$ cat src/rtl/sls_cfg.svh
`ifndef SLS_CFG_SVH
`define SLS_CFG_SVH

// Selector codes
`define SLS_CODE_DISABLE 14'h270F
`define SLS_CODE_FREQ_AUX 14'h0000
`define SLS_CODE_FLUX 14'h0001
`define SLS_CODE_STALL 14'h0004
`define SLS_CODE_TORQUE_BIAS 14'h0006
`define SLS_CODE_FREQ_CMD 14'h0000
`define SLS_TERM_CODE_SECOND 8'h03
`define SLS_TERM_CODE_THIRD 8'h09
`define SLS_RANGE_5V_SEL 4'h0
`define SLS_RANGE_BIPOLAR 4'h1
`define SLS_VRED_ON 1'h0

// Reset values of the parameter settings
`define SLS_VRED_RESET 1'h1

// Analog scaling
`define SLS_FRAC_BITS 12
`define SLS_FRAC_FULL 13'h0FFF
`define SLS_FRAC_ONE 13'h1000

// Fast limit status selector field positions
`define SLS_FLS_OL_ACTION_BIT 4

// Overload minimum hold time
`define SLS_OL_HOLD_MS 100
`define SLS_CLK_KHZ 125000
`define SLS_OL_HOLD_CYCLES (`SLS_OL_HOLD_MS * `SLS_CLK_KHZ + 1)

`endif

$ cat src/rtl/sls_pkg.sv
package sls_pkg;
  // Where the stall level was taken from
  typedef enum logic [2:0] {
    SLS_SRC_PRIMARY,
    SLS_SRC_VOLTAGE,
    SLS_SRC_CURRENT,
    SLS_SRC_SECOND,
    SLS_SRC_ZERO
  } sls_src_type;

  // Overload output sequencing
  typedef enum logic [1:0] {
    SLS_OL_IDLE,
    SLS_OL_HOLD,
    SLS_OL_RELEASE
  } sls_ol_state_type;
endpackage

$ cat src/rtl/sls_scale_if.sv
`timescale 1ns/100ps
// Carries one analog fraction and both endpoints to the interpolator
interface sls_scale_if #(
  parameter int LEVEL_W = 12
);
  logic [12:0] frac; // 0 to 4096 means 0 to full scale
  logic [LEVEL_W-1:0] low_level; // Level at zero input
  logic [LEVEL_W-1:0] high_level; // Level at full scale
  logic [LEVEL_W-1:0] level; // Interpolated level
  modport calc (input frac, input low_level, input high_level, output level);
  modport user (output frac, output low_level, output high_level, input level);
endinterface

$ cat src/rtl/sls_interp.sv
`timescale 1ns/100ps
`include "sls_cfg.svh"
// Linear interpolation between two endpoint levels
module sls_interp #(
  parameter int LEVEL_W = 12
) (
  sls_scale_if.calc sc
);
  logic signed [LEVEL_W:0] span; // High minus low, may be negative
  logic signed [LEVEL_W+14:0] prod; // Span times fraction
  logic signed [LEVEL_W+1:0] sum; // Low plus scaled span

  // Endpoints exact at fraction 0 and 4096
  assign span = $signed({1'b0, sc.high_level}) - $signed({1'b0, sc.low_level});
  assign prod = span * $signed({1'b0, sc.frac});
  assign sum = $signed({2'b00, sc.low_level}) + prod[LEVEL_W+13:`SLS_FRAC_BITS];
  assign sc.level = sum[LEVEL_W-1:0];
endmodule // sls_interp

$ cat src/rtl/sls_stall_level_select.sv
`timescale 1ns/100ps
`include "sls_cfg.svh"
// Stall prevention level source selection and overload signalling
module sls_stall_level_select #(
  parameter int LEVEL_W = 12,
  parameter int FREQ_W = 16,
  parameter int NUM_TERMS = 12,
  parameter int OL_HOLD_CYCLES = `SLS_OL_HOLD_CYCLES
) (
  input wire logic clk,
  input wire logic rst_n,
  // Parameter settings
  input wire logic [13:0] voltage_input_function_select,
  input wire logic [13:0] current_input_function_select,
  input wire logic [3:0] analog_range_select,
  input wire logic [LEVEL_W-1:0] primary_stall_level,
  input wire logic [LEVEL_W-1:0] second_stall_level,
  input wire logic [13:0] second_stall_frequency,
  input wire logic [LEVEL_W-1:0] stall_level_low_endpoint,
  input wire logic [LEVEL_W-1:0] stall_level_high_endpoint,
  input wire logic voltage_reduction_select,
  input wire logic [7:0] fast_limit_status_select,
  input wire logic [NUM_TERMS*8-1:0] input_terminal_function_selectors,
  // Digital terminals
  input wire logic second_function_terminal,
  input wire logic [NUM_TERMS-1:0] input_terminals,
  input wire logic current_input_enable,
  // Analog samples and drive state
  input wire logic signed [12:0] voltage_input_sample,
  input wire logic [11:0] current_input_sample,
  input wire logic [FREQ_W-1:0] output_frequency,
  input wire logic [LEVEL_W-1:0] output_power,
  input wire logic [1:0] operating_status,
  // Results
  output logic [LEVEL_W-1:0] stall_level,
  output logic second_function_select,
  output logic third_function_select,
  output logic overload_output,
  output logic overload_action,
  output logic output_voltage_reduce,
  output logic fast_limit_enable,
  output logic voltage_freq_aux_en,
  output logic voltage_flux_en,
  output logic voltage_torque_bias_en,
  output logic voltage_override_pid_en,
  output logic current_freq_cmd_en,
  output logic current_flux_en,
  output logic current_pid_en
);
  localparam logic [31:0] OL_HOLD_LOAD = 32'(OL_HOLD_CYCLES - 1);

  // Selector decode
  logic v_is_stall; // Voltage terminal sets the stall level
  logic c_is_stall; // Current terminal code is 4
  logic c_stall_used; // Current terminal actually sets the level
  logic v_is_aux;
  logic v_is_flux;
  logic v_is_torque;
  logic c_is_freq;
  logic c_is_flux;

  assign v_is_stall = voltage_input_function_select == `SLS_CODE_STALL;
  assign c_is_stall = current_input_function_select == `SLS_CODE_STALL;
  assign c_stall_used = c_is_stall && !v_is_stall;
  assign v_is_aux = voltage_input_function_select == `SLS_CODE_FREQ_AUX;
  assign v_is_flux = voltage_input_function_select == `SLS_CODE_FLUX;
  assign v_is_torque = voltage_input_function_select == `SLS_CODE_TORQUE_BIAS;
  assign c_is_freq = current_input_function_select == `SLS_CODE_FREQ_CMD;
  assign c_is_flux = current_input_function_select == `SLS_CODE_FLUX;

  // Second and third function select routing
  logic [NUM_TERMS-1:0] term_second; // Terminals assigned to second select
  logic [NUM_TERMS-1:0] term_third; // Terminals assigned to third select
  logic second_sel;
  logic third_sel;

  for (genvar t = 0; t < NUM_TERMS; t++) begin : g_term
    // Each terminal carries the select its code names
    assign term_second[t] = input_terminals[t] &&
      (input_terminal_function_selectors[t*8 +: 8] == `SLS_TERM_CODE_SECOND);
    assign term_third[t] = input_terminals[t] &&
      (input_terminal_function_selectors[t*8 +: 8] == `SLS_TERM_CODE_THIRD);
  end

  assign second_sel = second_function_terminal || (|term_second);
  assign third_sel = |term_third;

  // Analog fraction of full scale
  logic [12:0] v_pos; // Voltage clamped at zero
  logic [13:0] v_double; // Voltage doubled for 5V range
  logic [11:0] v_frac12; // Voltage fraction 0 to 4095
  logic [11:0] a_frac12; // Fraction of the terminal in use
  logic [12:0] a_frac; // Fraction with full scale lifted to 4096
  logic use_5v; // 5V scaling on voltage terminal

  assign use_5v = analog_range_select == `SLS_RANGE_5V_SEL;
  assign v_pos = voltage_input_sample[12] ? 13'h0000 : voltage_input_sample;
  assign v_double = {v_pos, 1'b0};
  assign v_frac12 = use_5v ? ((|v_double[13:12]) ? 12'hFFF : v_double[11:0]) :
    ((v_pos[12]) ? 12'hFFF : v_pos[11:0]);
  assign a_frac12 = c_stall_used ? current_input_sample : v_frac12;
  assign a_frac = ({1'b0, a_frac12} == `SLS_FRAC_FULL) ? `SLS_FRAC_ONE :
    {1'b0, a_frac12};

  // Interpolator between both endpoint levels
  sls_scale_if #(.LEVEL_W(LEVEL_W)) scale_bus ();
  assign scale_bus.frac = a_frac;
  assign scale_bus.low_level = stall_level_low_endpoint;
  assign scale_bus.high_level = stall_level_high_endpoint;

  sls_interp #(
    .LEVEL_W(LEVEL_W)
  ) u_interp (
    .sc(scale_bus.calc)
  );

  // Level selection
  logic analog_in_use; // Either terminal drives the level
  logic [LEVEL_W-1:0] base_level; // Level before the second level
  logic freq_mode; // Second level switched by frequency
  logic at_or_above; // Output frequency at or above second frequency
  logic [LEVEL_W-1:0] min_level; // Smaller of base and second
  logic [LEVEL_W-1:0] level_next;
  sls_pkg::sls_src_type src_next;

  assign analog_in_use = v_is_stall || c_is_stall;
  assign base_level = analog_in_use ? scale_bus.level : primary_stall_level;
  assign freq_mode = second_stall_frequency != `SLS_CODE_DISABLE;
  assign at_or_above = output_frequency >= FREQ_W'(second_stall_frequency);
  assign min_level = (second_stall_level < base_level) ? second_stall_level : base_level;

  // Pick the active level and its source
  always_comb begin
    level_next = base_level;
    src_next = v_is_stall ? sls_pkg::SLS_SRC_VOLTAGE :
      (c_stall_used ? sls_pkg::SLS_SRC_CURRENT : sls_pkg::SLS_SRC_PRIMARY);
    if (freq_mode) begin
      if (at_or_above) begin
        // Zero second level forces zero, else smaller wins
        level_next = min_level;
        src_next = (second_stall_level == '0) ? sls_pkg::SLS_SRC_ZERO :
          sls_pkg::SLS_SRC_SECOND;
      end
    end else if (second_sel) begin
      // Second select overrides analog and primary
      level_next = second_stall_level;
      src_next = sls_pkg::SLS_SRC_SECOND;
    end
  end

  // Registered level and source
  sls_pkg::sls_src_type src_reg;
  always_ff @(posedge clk) begin
    if (!rst_n) begin
      stall_level <= '0;
      src_reg <= sls_pkg::SLS_SRC_PRIMARY;
    end else begin
      stall_level <= level_next;
      src_reg <= src_next;
    end
  end

  // Function enables of both analog terminals
  logic v_aux_next;
  logic v_pid_next;
  logic c_freq_next;
  logic c_pid_next;

  assign v_aux_next = v_is_aux && !v_is_stall;
  assign v_pid_next = !v_is_stall;
  assign c_freq_next = c_is_freq && current_input_enable && !c_is_stall;
  assign c_pid_next = current_input_enable && !c_is_stall;

  // Registered enables and global selects
  always_ff @(posedge clk) begin
    if (!rst_n) begin
      voltage_freq_aux_en <= 1'b0;
      voltage_flux_en <= 1'b0;
      voltage_torque_bias_en <= 1'b0;
      voltage_override_pid_en <= 1'b0;
      current_freq_cmd_en <= 1'b0;
      current_flux_en <= 1'b0;
      current_pid_en <= 1'b0;
      second_function_select <= 1'b0;
      third_function_select <= 1'b0;
    end else begin
      voltage_freq_aux_en <= v_aux_next;
      voltage_flux_en <= v_is_flux;
      voltage_torque_bias_en <= v_is_torque;
      voltage_override_pid_en <= v_pid_next;
      current_freq_cmd_en <= c_freq_next;
      current_flux_en <= c_is_flux;
      current_pid_en <= c_pid_next;
      second_function_select <= second_sel;
      third_function_select <= third_sel;
    end
  end

  // Overload output with minimum hold
  sls_pkg::sls_ol_state_type ol_state_reg;
  sls_pkg::sls_ol_state_type ol_state_next;
  logic [31:0] hold_cnt_reg;
  logic [31:0] hold_cnt_next;
  logic over_level; // Power above the stall level
  logic hold_done;

  assign over_level = output_power > stall_level;
  assign hold_done = hold_cnt_reg == '0;

  // Next overload state
  always_comb begin
    ol_state_next = ol_state_reg;
    hold_cnt_next = hold_cnt_reg;
    case (ol_state_reg)
      sls_pkg::SLS_OL_IDLE: begin
        if (over_level) begin
          ol_state_next = sls_pkg::SLS_OL_HOLD;
          hold_cnt_next = OL_HOLD_LOAD;
        end
      end
      sls_pkg::SLS_OL_HOLD: begin
        // Count out the minimum on time
        if (hold_done) begin
          ol_state_next = sls_pkg::SLS_OL_RELEASE;
        end else begin
          hold_cnt_next = hold_cnt_reg - 32'h0000_0001;
        end
      end
      sls_pkg::SLS_OL_RELEASE: begin
        // Clear once power is back at or below level
        if (!over_level) begin
          ol_state_next = sls_pkg::SLS_OL_IDLE;
        end
      end
      default: begin
        ol_state_next = sls_pkg::SLS_OL_IDLE;
      end
    endcase
  end

  // Status driven fast limit and overload action, overload driven voltage reduction
  logic ol_next;
  logic fast_next;
  logic action_next;
  logic vred_next;

  assign ol_next = ol_state_next != sls_pkg::SLS_OL_IDLE;
  // Fast limit on unless the selector bit of the present status is set
  assign fast_next = !fast_limit_status_select[operating_status];
  assign action_next = ol_next &&
    fast_limit_status_select[`SLS_FLS_OL_ACTION_BIT + operating_status];
  assign vred_next = ol_next && (voltage_reduction_select == `SLS_VRED_ON);

  // Overload state and outputs
  always_ff @(posedge clk) begin
    if (!rst_n) begin
      ol_state_reg <= sls_pkg::SLS_OL_IDLE;
      hold_cnt_reg <= '0;
      overload_output <= 1'b0;
      overload_action <= 1'b0;
      output_voltage_reduce <= 1'b0;
      fast_limit_enable <= 1'b0;
    end else begin
      ol_state_reg <= ol_state_next;
      hold_cnt_reg <= hold_cnt_next;
      overload_output <= ol_next;
      overload_action <= action_next;
      output_voltage_reduce <= vred_next;
      fast_limit_enable <= fast_next;
    end
  end
endmodule // sls_stall_level_select

$ cat config.mk
export PLATFORM = sky130hd
export DESIGN_NAME = sls_stall_level_select
export DESIGN_NICKNAME = d
export VERILOG_FILES = /design/src/rtl/sls_pkg.sv /design/src/rtl/sls_scale_if.sv /design/src/rtl/sls_interp.sv /design/src/rtl/sls_stall_level_select.sv
export VERILOG_INCLUDE_DIRS = /design/src /design/src/rtl
export SDC_FILE = /design/constraint.sdc
export NUM_CORES = 1
export LEC_CHECK = 0
export BUFFER_PORTS_ARGS = -buffer_cell sky130_fd_sc_hd__buf_2
export CORE_MARGIN = 3
export CORE_UTILIZATION = 46
export CTS_CLUSTER_DIAMETER = 80
export DETAILED_ROUTE_END_ITERATION = 10
export PLACE_DENSITY = 0.79
export SLEW_MARGIN = 40
export SYNTH_ARGS = -nofsm -noshare
export SYNTH_HDL_FRONTEND = slang
export SYNTH_HIERARCHICAL = 1
export SYNTH_SLANG_ARGS = --single-unit
export TNS_END_PERCENT = 1
$ cat constraint.sdc
create_clock -name clk -period 18.5 [get_ports clk]
set_clock_uncertainty 0.2 [all_clocks]
set_input_delay 1.85 -clock clk [delete_from_list [all_inputs] [get_ports clk]]
set_output_delay 1.85 -clock clk [all_outputs]
set_load 0.05 [all_outputs]
Word-level counts from Yosys, hierarchy flattened
Cells that the tools add are included.

Flip-flop bits (word level): 59. Bits of input ports: 270. Logic and storage cells: 131.

Add/sub/neg operators: 4. $mul: 1. $lt $le $gt $ge: 5. Eq/ne operators: 35. Multiplexer cells: 22. Bitwise operators: 1. Reduce and logical (&&, ||, !) cells: 47.

Operators by type and width (count): 2-to-1 mux 12 bit (10); equality test 8 x 2 -> 1 bit (second input constant) (12); equality test 8 x 4 -> 1 bit (second input constant) (12); 2-to-1 mux 32 bit (2); case mux 32 bit (2 select lines) (1); equality test 14 x 3 -> 1 bit (second input constant) (3); logical NOT 32 bit (1); subtractor 32 x 1 -> 32 bit (second input constant) (1); logical AND 1 bit (31); equality test 14 x 1 -> 1 bit (second input constant) (2); logical NOT 14 bit (2); multiplier 13 x 14 -> 24 bit (1); OR reduction 12 bit (2); >= comparator 16 x 14 -> 1 bit (1); inequality test 14 bit (second input constant) (1); 2-to-1 mux 13 bit (1); subtractor 12 x 12 -> 13 bit (1); adder 12 bit (1); equality test 12 bit (second input constant) (1); greater-than comparator 12 bit (1); less-than comparator 12 bit (1); 2-to-1 mux 2 bit (3); case mux 2 bit (3 select lines) (1); adder 3 x 2 -> 4 bit (first input constant) (1); 16 further kinds (22).

Logic depth before layout (Yosys ltp)
Depth in word-level cells: 14. Gate-level depth with buffers: 47.

Hierarchy
The synthesis kept the hierarchy.

By module, submodules not included: sls_interp (instances 1, cells an instance 720, area each 6172.2 um^2, sequential area each 0.0 um^2); sls_stall_level_select (instances 1, cells an instance 597, area each 5013.6 um^2, sequential area each 1181.1 um^2).

Worst setup path before layout
Ideal clock, no wire load.

Kind: input-to-reg. Start: input port current_input_function_select[7]. End: register stall_level[8]. Library setup time: 0.121 ns. Data arrival time: 11.932 ns. Data required time: 18.179 ns. Setup slack: 6.247 ns. Cell stages on the path: 41. Buffers on the path: 4. Cell sequence: or4_1 or4_4 and2b_1 buf_2 buf_4 mux2i_1 nor2_1 clkbuf_1 nand2_1 fa_1 fa_1 inv_1 fa_1 fa_1 fa_1 inv_1 fa_1 inv_1 [5 not listed] o41a_1 a21oi_1 xnor2_1 ha_1 and2_1 o21ai_0 o21ai_0 a211oi_1 xnor3_1 xnor2_1 mux2i_1 ha_1 nand4_1 o32ai_1 nor4_1 a32oi_2 buf_6 mux2_2.

Cells in the longest elaborated chain, start to end: 12. Elaborated cells on any way between the ends: 14.

RTL lines: start: declaration (line sls_stall_level_select.sv:14) `input wire logic [13:0] current_input_function_select,`; equality test 14 x 3 -> 1 bit (no source line) (*); logical AND 1 bit (*) (line sls_stall_level_select.sv:64) `assign c_stall_used = c_is_stall && !v_is_stall;`; 2-to-1 mux 12 bit (*) (line sls_stall_level_select.sv:101) `assign a_frac12 = c_stall_used ? current_input_sample : v_frac12;`; equality test 12 bit (no source line); 2-to-1 mux 13 bit (*) (line sls_stall_level_select.sv:102) `` assign a_frac = ({1'b0, a_frac12} == `SLS_FRAC_FULL) ? `SLS_FRAC_ONE : ``; via a_frac[1] (line sls_stall_level_select.sv:93) `logic [12:0] a_frac;`; multiplier 13 x 14 -> 24 bit (*) (line sls_interp.sv:15) `assign prod = span * $signed({1'b0, sc.frac});`; adder 12 bit (*) (line sls_interp.sv:16) `` assign sum = $signed({2'b00, sc.low_level}) + prod[LEVEL_W+13:`SLS_FRAC_BITS]; ``; via scale_bus.level[11] (line sls_scale_if.sv:9) `logic [LEVEL_W-1:0] level;`; 2-to-1 mux 12 bit (*) (line sls_stall_level_select.sv:127) `assign base_level = analog_in_use ? scale_bus.level : primary_stall_level;`; less-than comparator 12 bit (*) (line sls_stall_level_select.sv:130) `assign min_level = (second_stall_level < base_level) ? second_stall_level : base_level;`; 2-to-1 mux 12 bit (*) (line sls_stall_level_select.sv:130); 2-to-1 mux 12 bit (*) (line sls_stall_level_select.sv:138) `if (at_or_above) begin`; 2-to-1 mux 12 bit (*) (line sls_stall_level_select.sv:137) `if (freq_mode) begin`; end signal: assignment (line sls_stall_level_select.sv:158) `stall_level <= level_next;`; end: declaration (line sls_stall_level_select.sv:35) `output logic [LEVEL_W-1:0] stall_level,`.

Mark *: on every way through the listed nets, which the timed path passes. The rest lies on a longest branch. A chain may end at the register's enable or synchronous reset.

Final worst setup path
Start: input port current_input_function_select[7]. End: register stall_level[1].

Same word-level chain as after synthesis.

==> impl_metrics.py <==
metrics = {
    "sta": {
        "report.final.slew_viol_count": 0,
        "period_needed_ps": 13810,
        "max_freq_ghz": 0.07240,
        "hold_violations": 0,
        "fin_ws_ps": 4688,
        "setup_viol": 0,
        "slew_headroom": 0.4916,
        "fin_setup_tns_ps": 0,
        "rsz0062_at_grt": "no",
        "worst_pin_slew_ps": 755.6,
        "finalCritPeriodShare": 0.7466,
    },
    "route": {
        "viasPerCell": 5.436,
        "ant_nets": 0,
        "avgRoutedWirePerCell_um": 17.09,
        "drc": 0,
        "vias": 10383,
        "dr.pass1.iters": 6,
        "drt-total-wl_um": 32640,
        "drt_iter0_drc": 832,
    },
    "synthesis": {
        "postSynthCellCount": 1317,
        "yosys_register_bits": 59,
        "yosysMostFrequentCell": "inv_1",
        "synth.top_cell.area_share": 0.2183,
        "syn-cell-area_um2": 11190,
        "yosys_warnings": 6,
        "ys_top_cells_by_count": "inv_1, ha_1, fa_1",
        "yosys.area.top_type": "fa_1",
        "syn-num-nets": 1845,
        "synthArstFlopShare": 0,
        "syn_area_per_cell_um2": 8.493,
        "synth-edff-count": 0,
        "yosysUniqueCellTypes": 77,
        "yosysSeqAreaShare": 0.1056,
        "synth_ff_type": "dfxtp_1",
        "synth_area_leaders": "fa_1, ha_1, dfxtp_1",
    },
    "placement": {
        "portBuffers": 294,
        "placed_area_um2": 12970,
        "finalWeightedCongestion": 0.9869,
        "place_ws_ps": 4395,
        "dp_hpwl_um": 27820,
    },
    "hold_path": {
        "worstHoldPathType": "register to register",
    },
    "global_route": {
        "grt_overflow": 0,
        "grt_pass1_wl_um": 52850,
        "grt_antenna_before_repair": 5,
        "grt_max_degree": 66,
        "grt_use_total": 0.2474,
        "grt_pass1_vias": 10533,
    },
    "worst_setup_path": {
        "reg2reg_slack_ps": 15310,
        "cp_slowest_stage_delay_ps": 680,
        "cp-start-kind": "primary input",
        "worst_path_max_delay_cell": "and2b_1",
        "critPathMaxFanout": 25,
        "worstSetupPathType": "primary input to register",
        "path_common_cell": "fa_1",
        "cp.arrival_ps": 13830,
        "cp-end-kind": "register",
        "cp_data_required_time_ps": 18520,
    },
    "cts": {
        "clockRootBuffer": "clkbuf_16",
        "htree_levels": 3,
        "postCtsHoldBufs": 0,
        "cts_tree": "yes",
        "clock-sinks": 59,
        "cts_buffers": 9,
        "insertion_delay_ps": 340,
        "ctsResizeCount": 0,
        "clkTransAtPathRegs_ps": 50,
        "post_cts_buffers": 0,
        "clk_path_buf_depth": 2,
    },
    "pwr": {
        "ir_drop_mv": 0.3566,
        "leakage_nw": 6.524,
        "finalPower_mw": 2.258,
        "power.density_nw_per_um2": 169.5,
    },
    "finish": {
        "syn2layout_area_growth_pct": 19.11,
        "fin_nets": 2113,
        "fill_cells": 2189,
        "largest_reg_flops": 32,
        "final_cell_area_um2": 13320,
        "drive_gt1_frac": 0.2371,
    },
    "outcome": {
        "status": "finished, final reports clean",
    },
    "flow_run": {
        "drv_cap": 0,
    },
    "die": {
        "coreArea_um2": 23680,
        "rows": 56,
        "io_pins": 295,
        "start_util": 0.4723,
        "die-height_um": 161.9,
        "die_width_um": 161.9,
        "die_area_um2": 26220,
    },
}
cell families (layout without fill, tap and decap cells):
logic type / Yosys count / count (layout) / synth area share
flip-flops: 59 / 59 / 0.1056
buffers and inverters: 237 / 510 / 0.08277
multiplexers: 44 / 44 / 0.04575
AO/OA/AOI/OAI: 149 / 149 / 0.1004
adder cells (fa/ha/maj): 258 / 258 / 0.3705
AND/OR/NAND/NOR: 516 / 516 / 0.2515
other: 0 / 1 / 0
XOR/XNOR: 54 / 54 / 0.04351
stage by stage:
stage | std cells | util | hold slack [ps]
CTS | 1909 | 0.5611 | 297.0
detailed placement | 1893 | 0.5479 | 283.9
finish | 1910 | 0.5626 | 296.5
floorplan | 1317 | - | 254.0
global placement | 1892 | 0.5466 | 268.9
global route | 1910 | 0.5626 | 315.2
where the power goes:
part           switching, mW  internal [mW]  leakage (nW)
Clock                 0.0584          0.115         0.155
Sequential            0.0129          0.141         0.485
Combinational           1.07          0.858          5.88
Total                   1.14           1.11          6.52
critical path, delay by kind of cell:
family,cells,cell delay (ps)
buffers and inverters,6,870
muxes,2,450
AOI/OAI and AO/OA,12,3110
xor gates and xnor gates,3,540
adders and majority gates,9,4060
and+or+nand+nor,9,2920
layer usage:
layer  wire [µm]  global-route usage
met2       14820              0.3892
met3        2420             0.05764
met5          37                   0
met1       14860              0.3530
met4         502             0.04420
final timing paths:
path                                                       start               end  cells after the start
worst max-delay path            current_input_function_select[7]    stall_level[1]                     41
worst min register to register                  hold_cnt_reg[22]  hold_cnt_reg[22]                      2
worst max register to register                  hold_cnt_reg[20]   hold_cnt_reg[4]                      6
worst min-delay path                            hold_cnt_reg[22]  hold_cnt_reg[22]                      2
placed cells by master, fill, tap and decap left out, types with 27 or more instances in the layout:
cell,n
nor2b_1,40
mux2i_1,29
nor2_1,77
buf_2,293
a21oi_1,35
ha_1,136
fa_1,122
nand3_1,38
nor3_1,27
and2_1,57
dfxtp_1,59
inv_1,185
nand2_1,113
layout make-up:
| cell class | instances | area (µm²) | area share |
|---|---|---|---|
| tap | 319 | 399.1 | 0.02996 |
| timing repair buffer | 309 | 1587 | 0.1191 |
| antenna | 1 | 2.502 | 0.0001878 |
| sequential | 59 | 1181 | 0.08865 |
| inverter | 185 | 694.4 | 0.05212 |
| clock buffer | 12 | 266.5 | 0.02000 |
| clock inverter | 4 | 47.55 | 0.003569 |
| multi-input combinational | 1021 | 9145 | 0.6864 |
No activity file was read; power rests on OpenSTA's default activity.
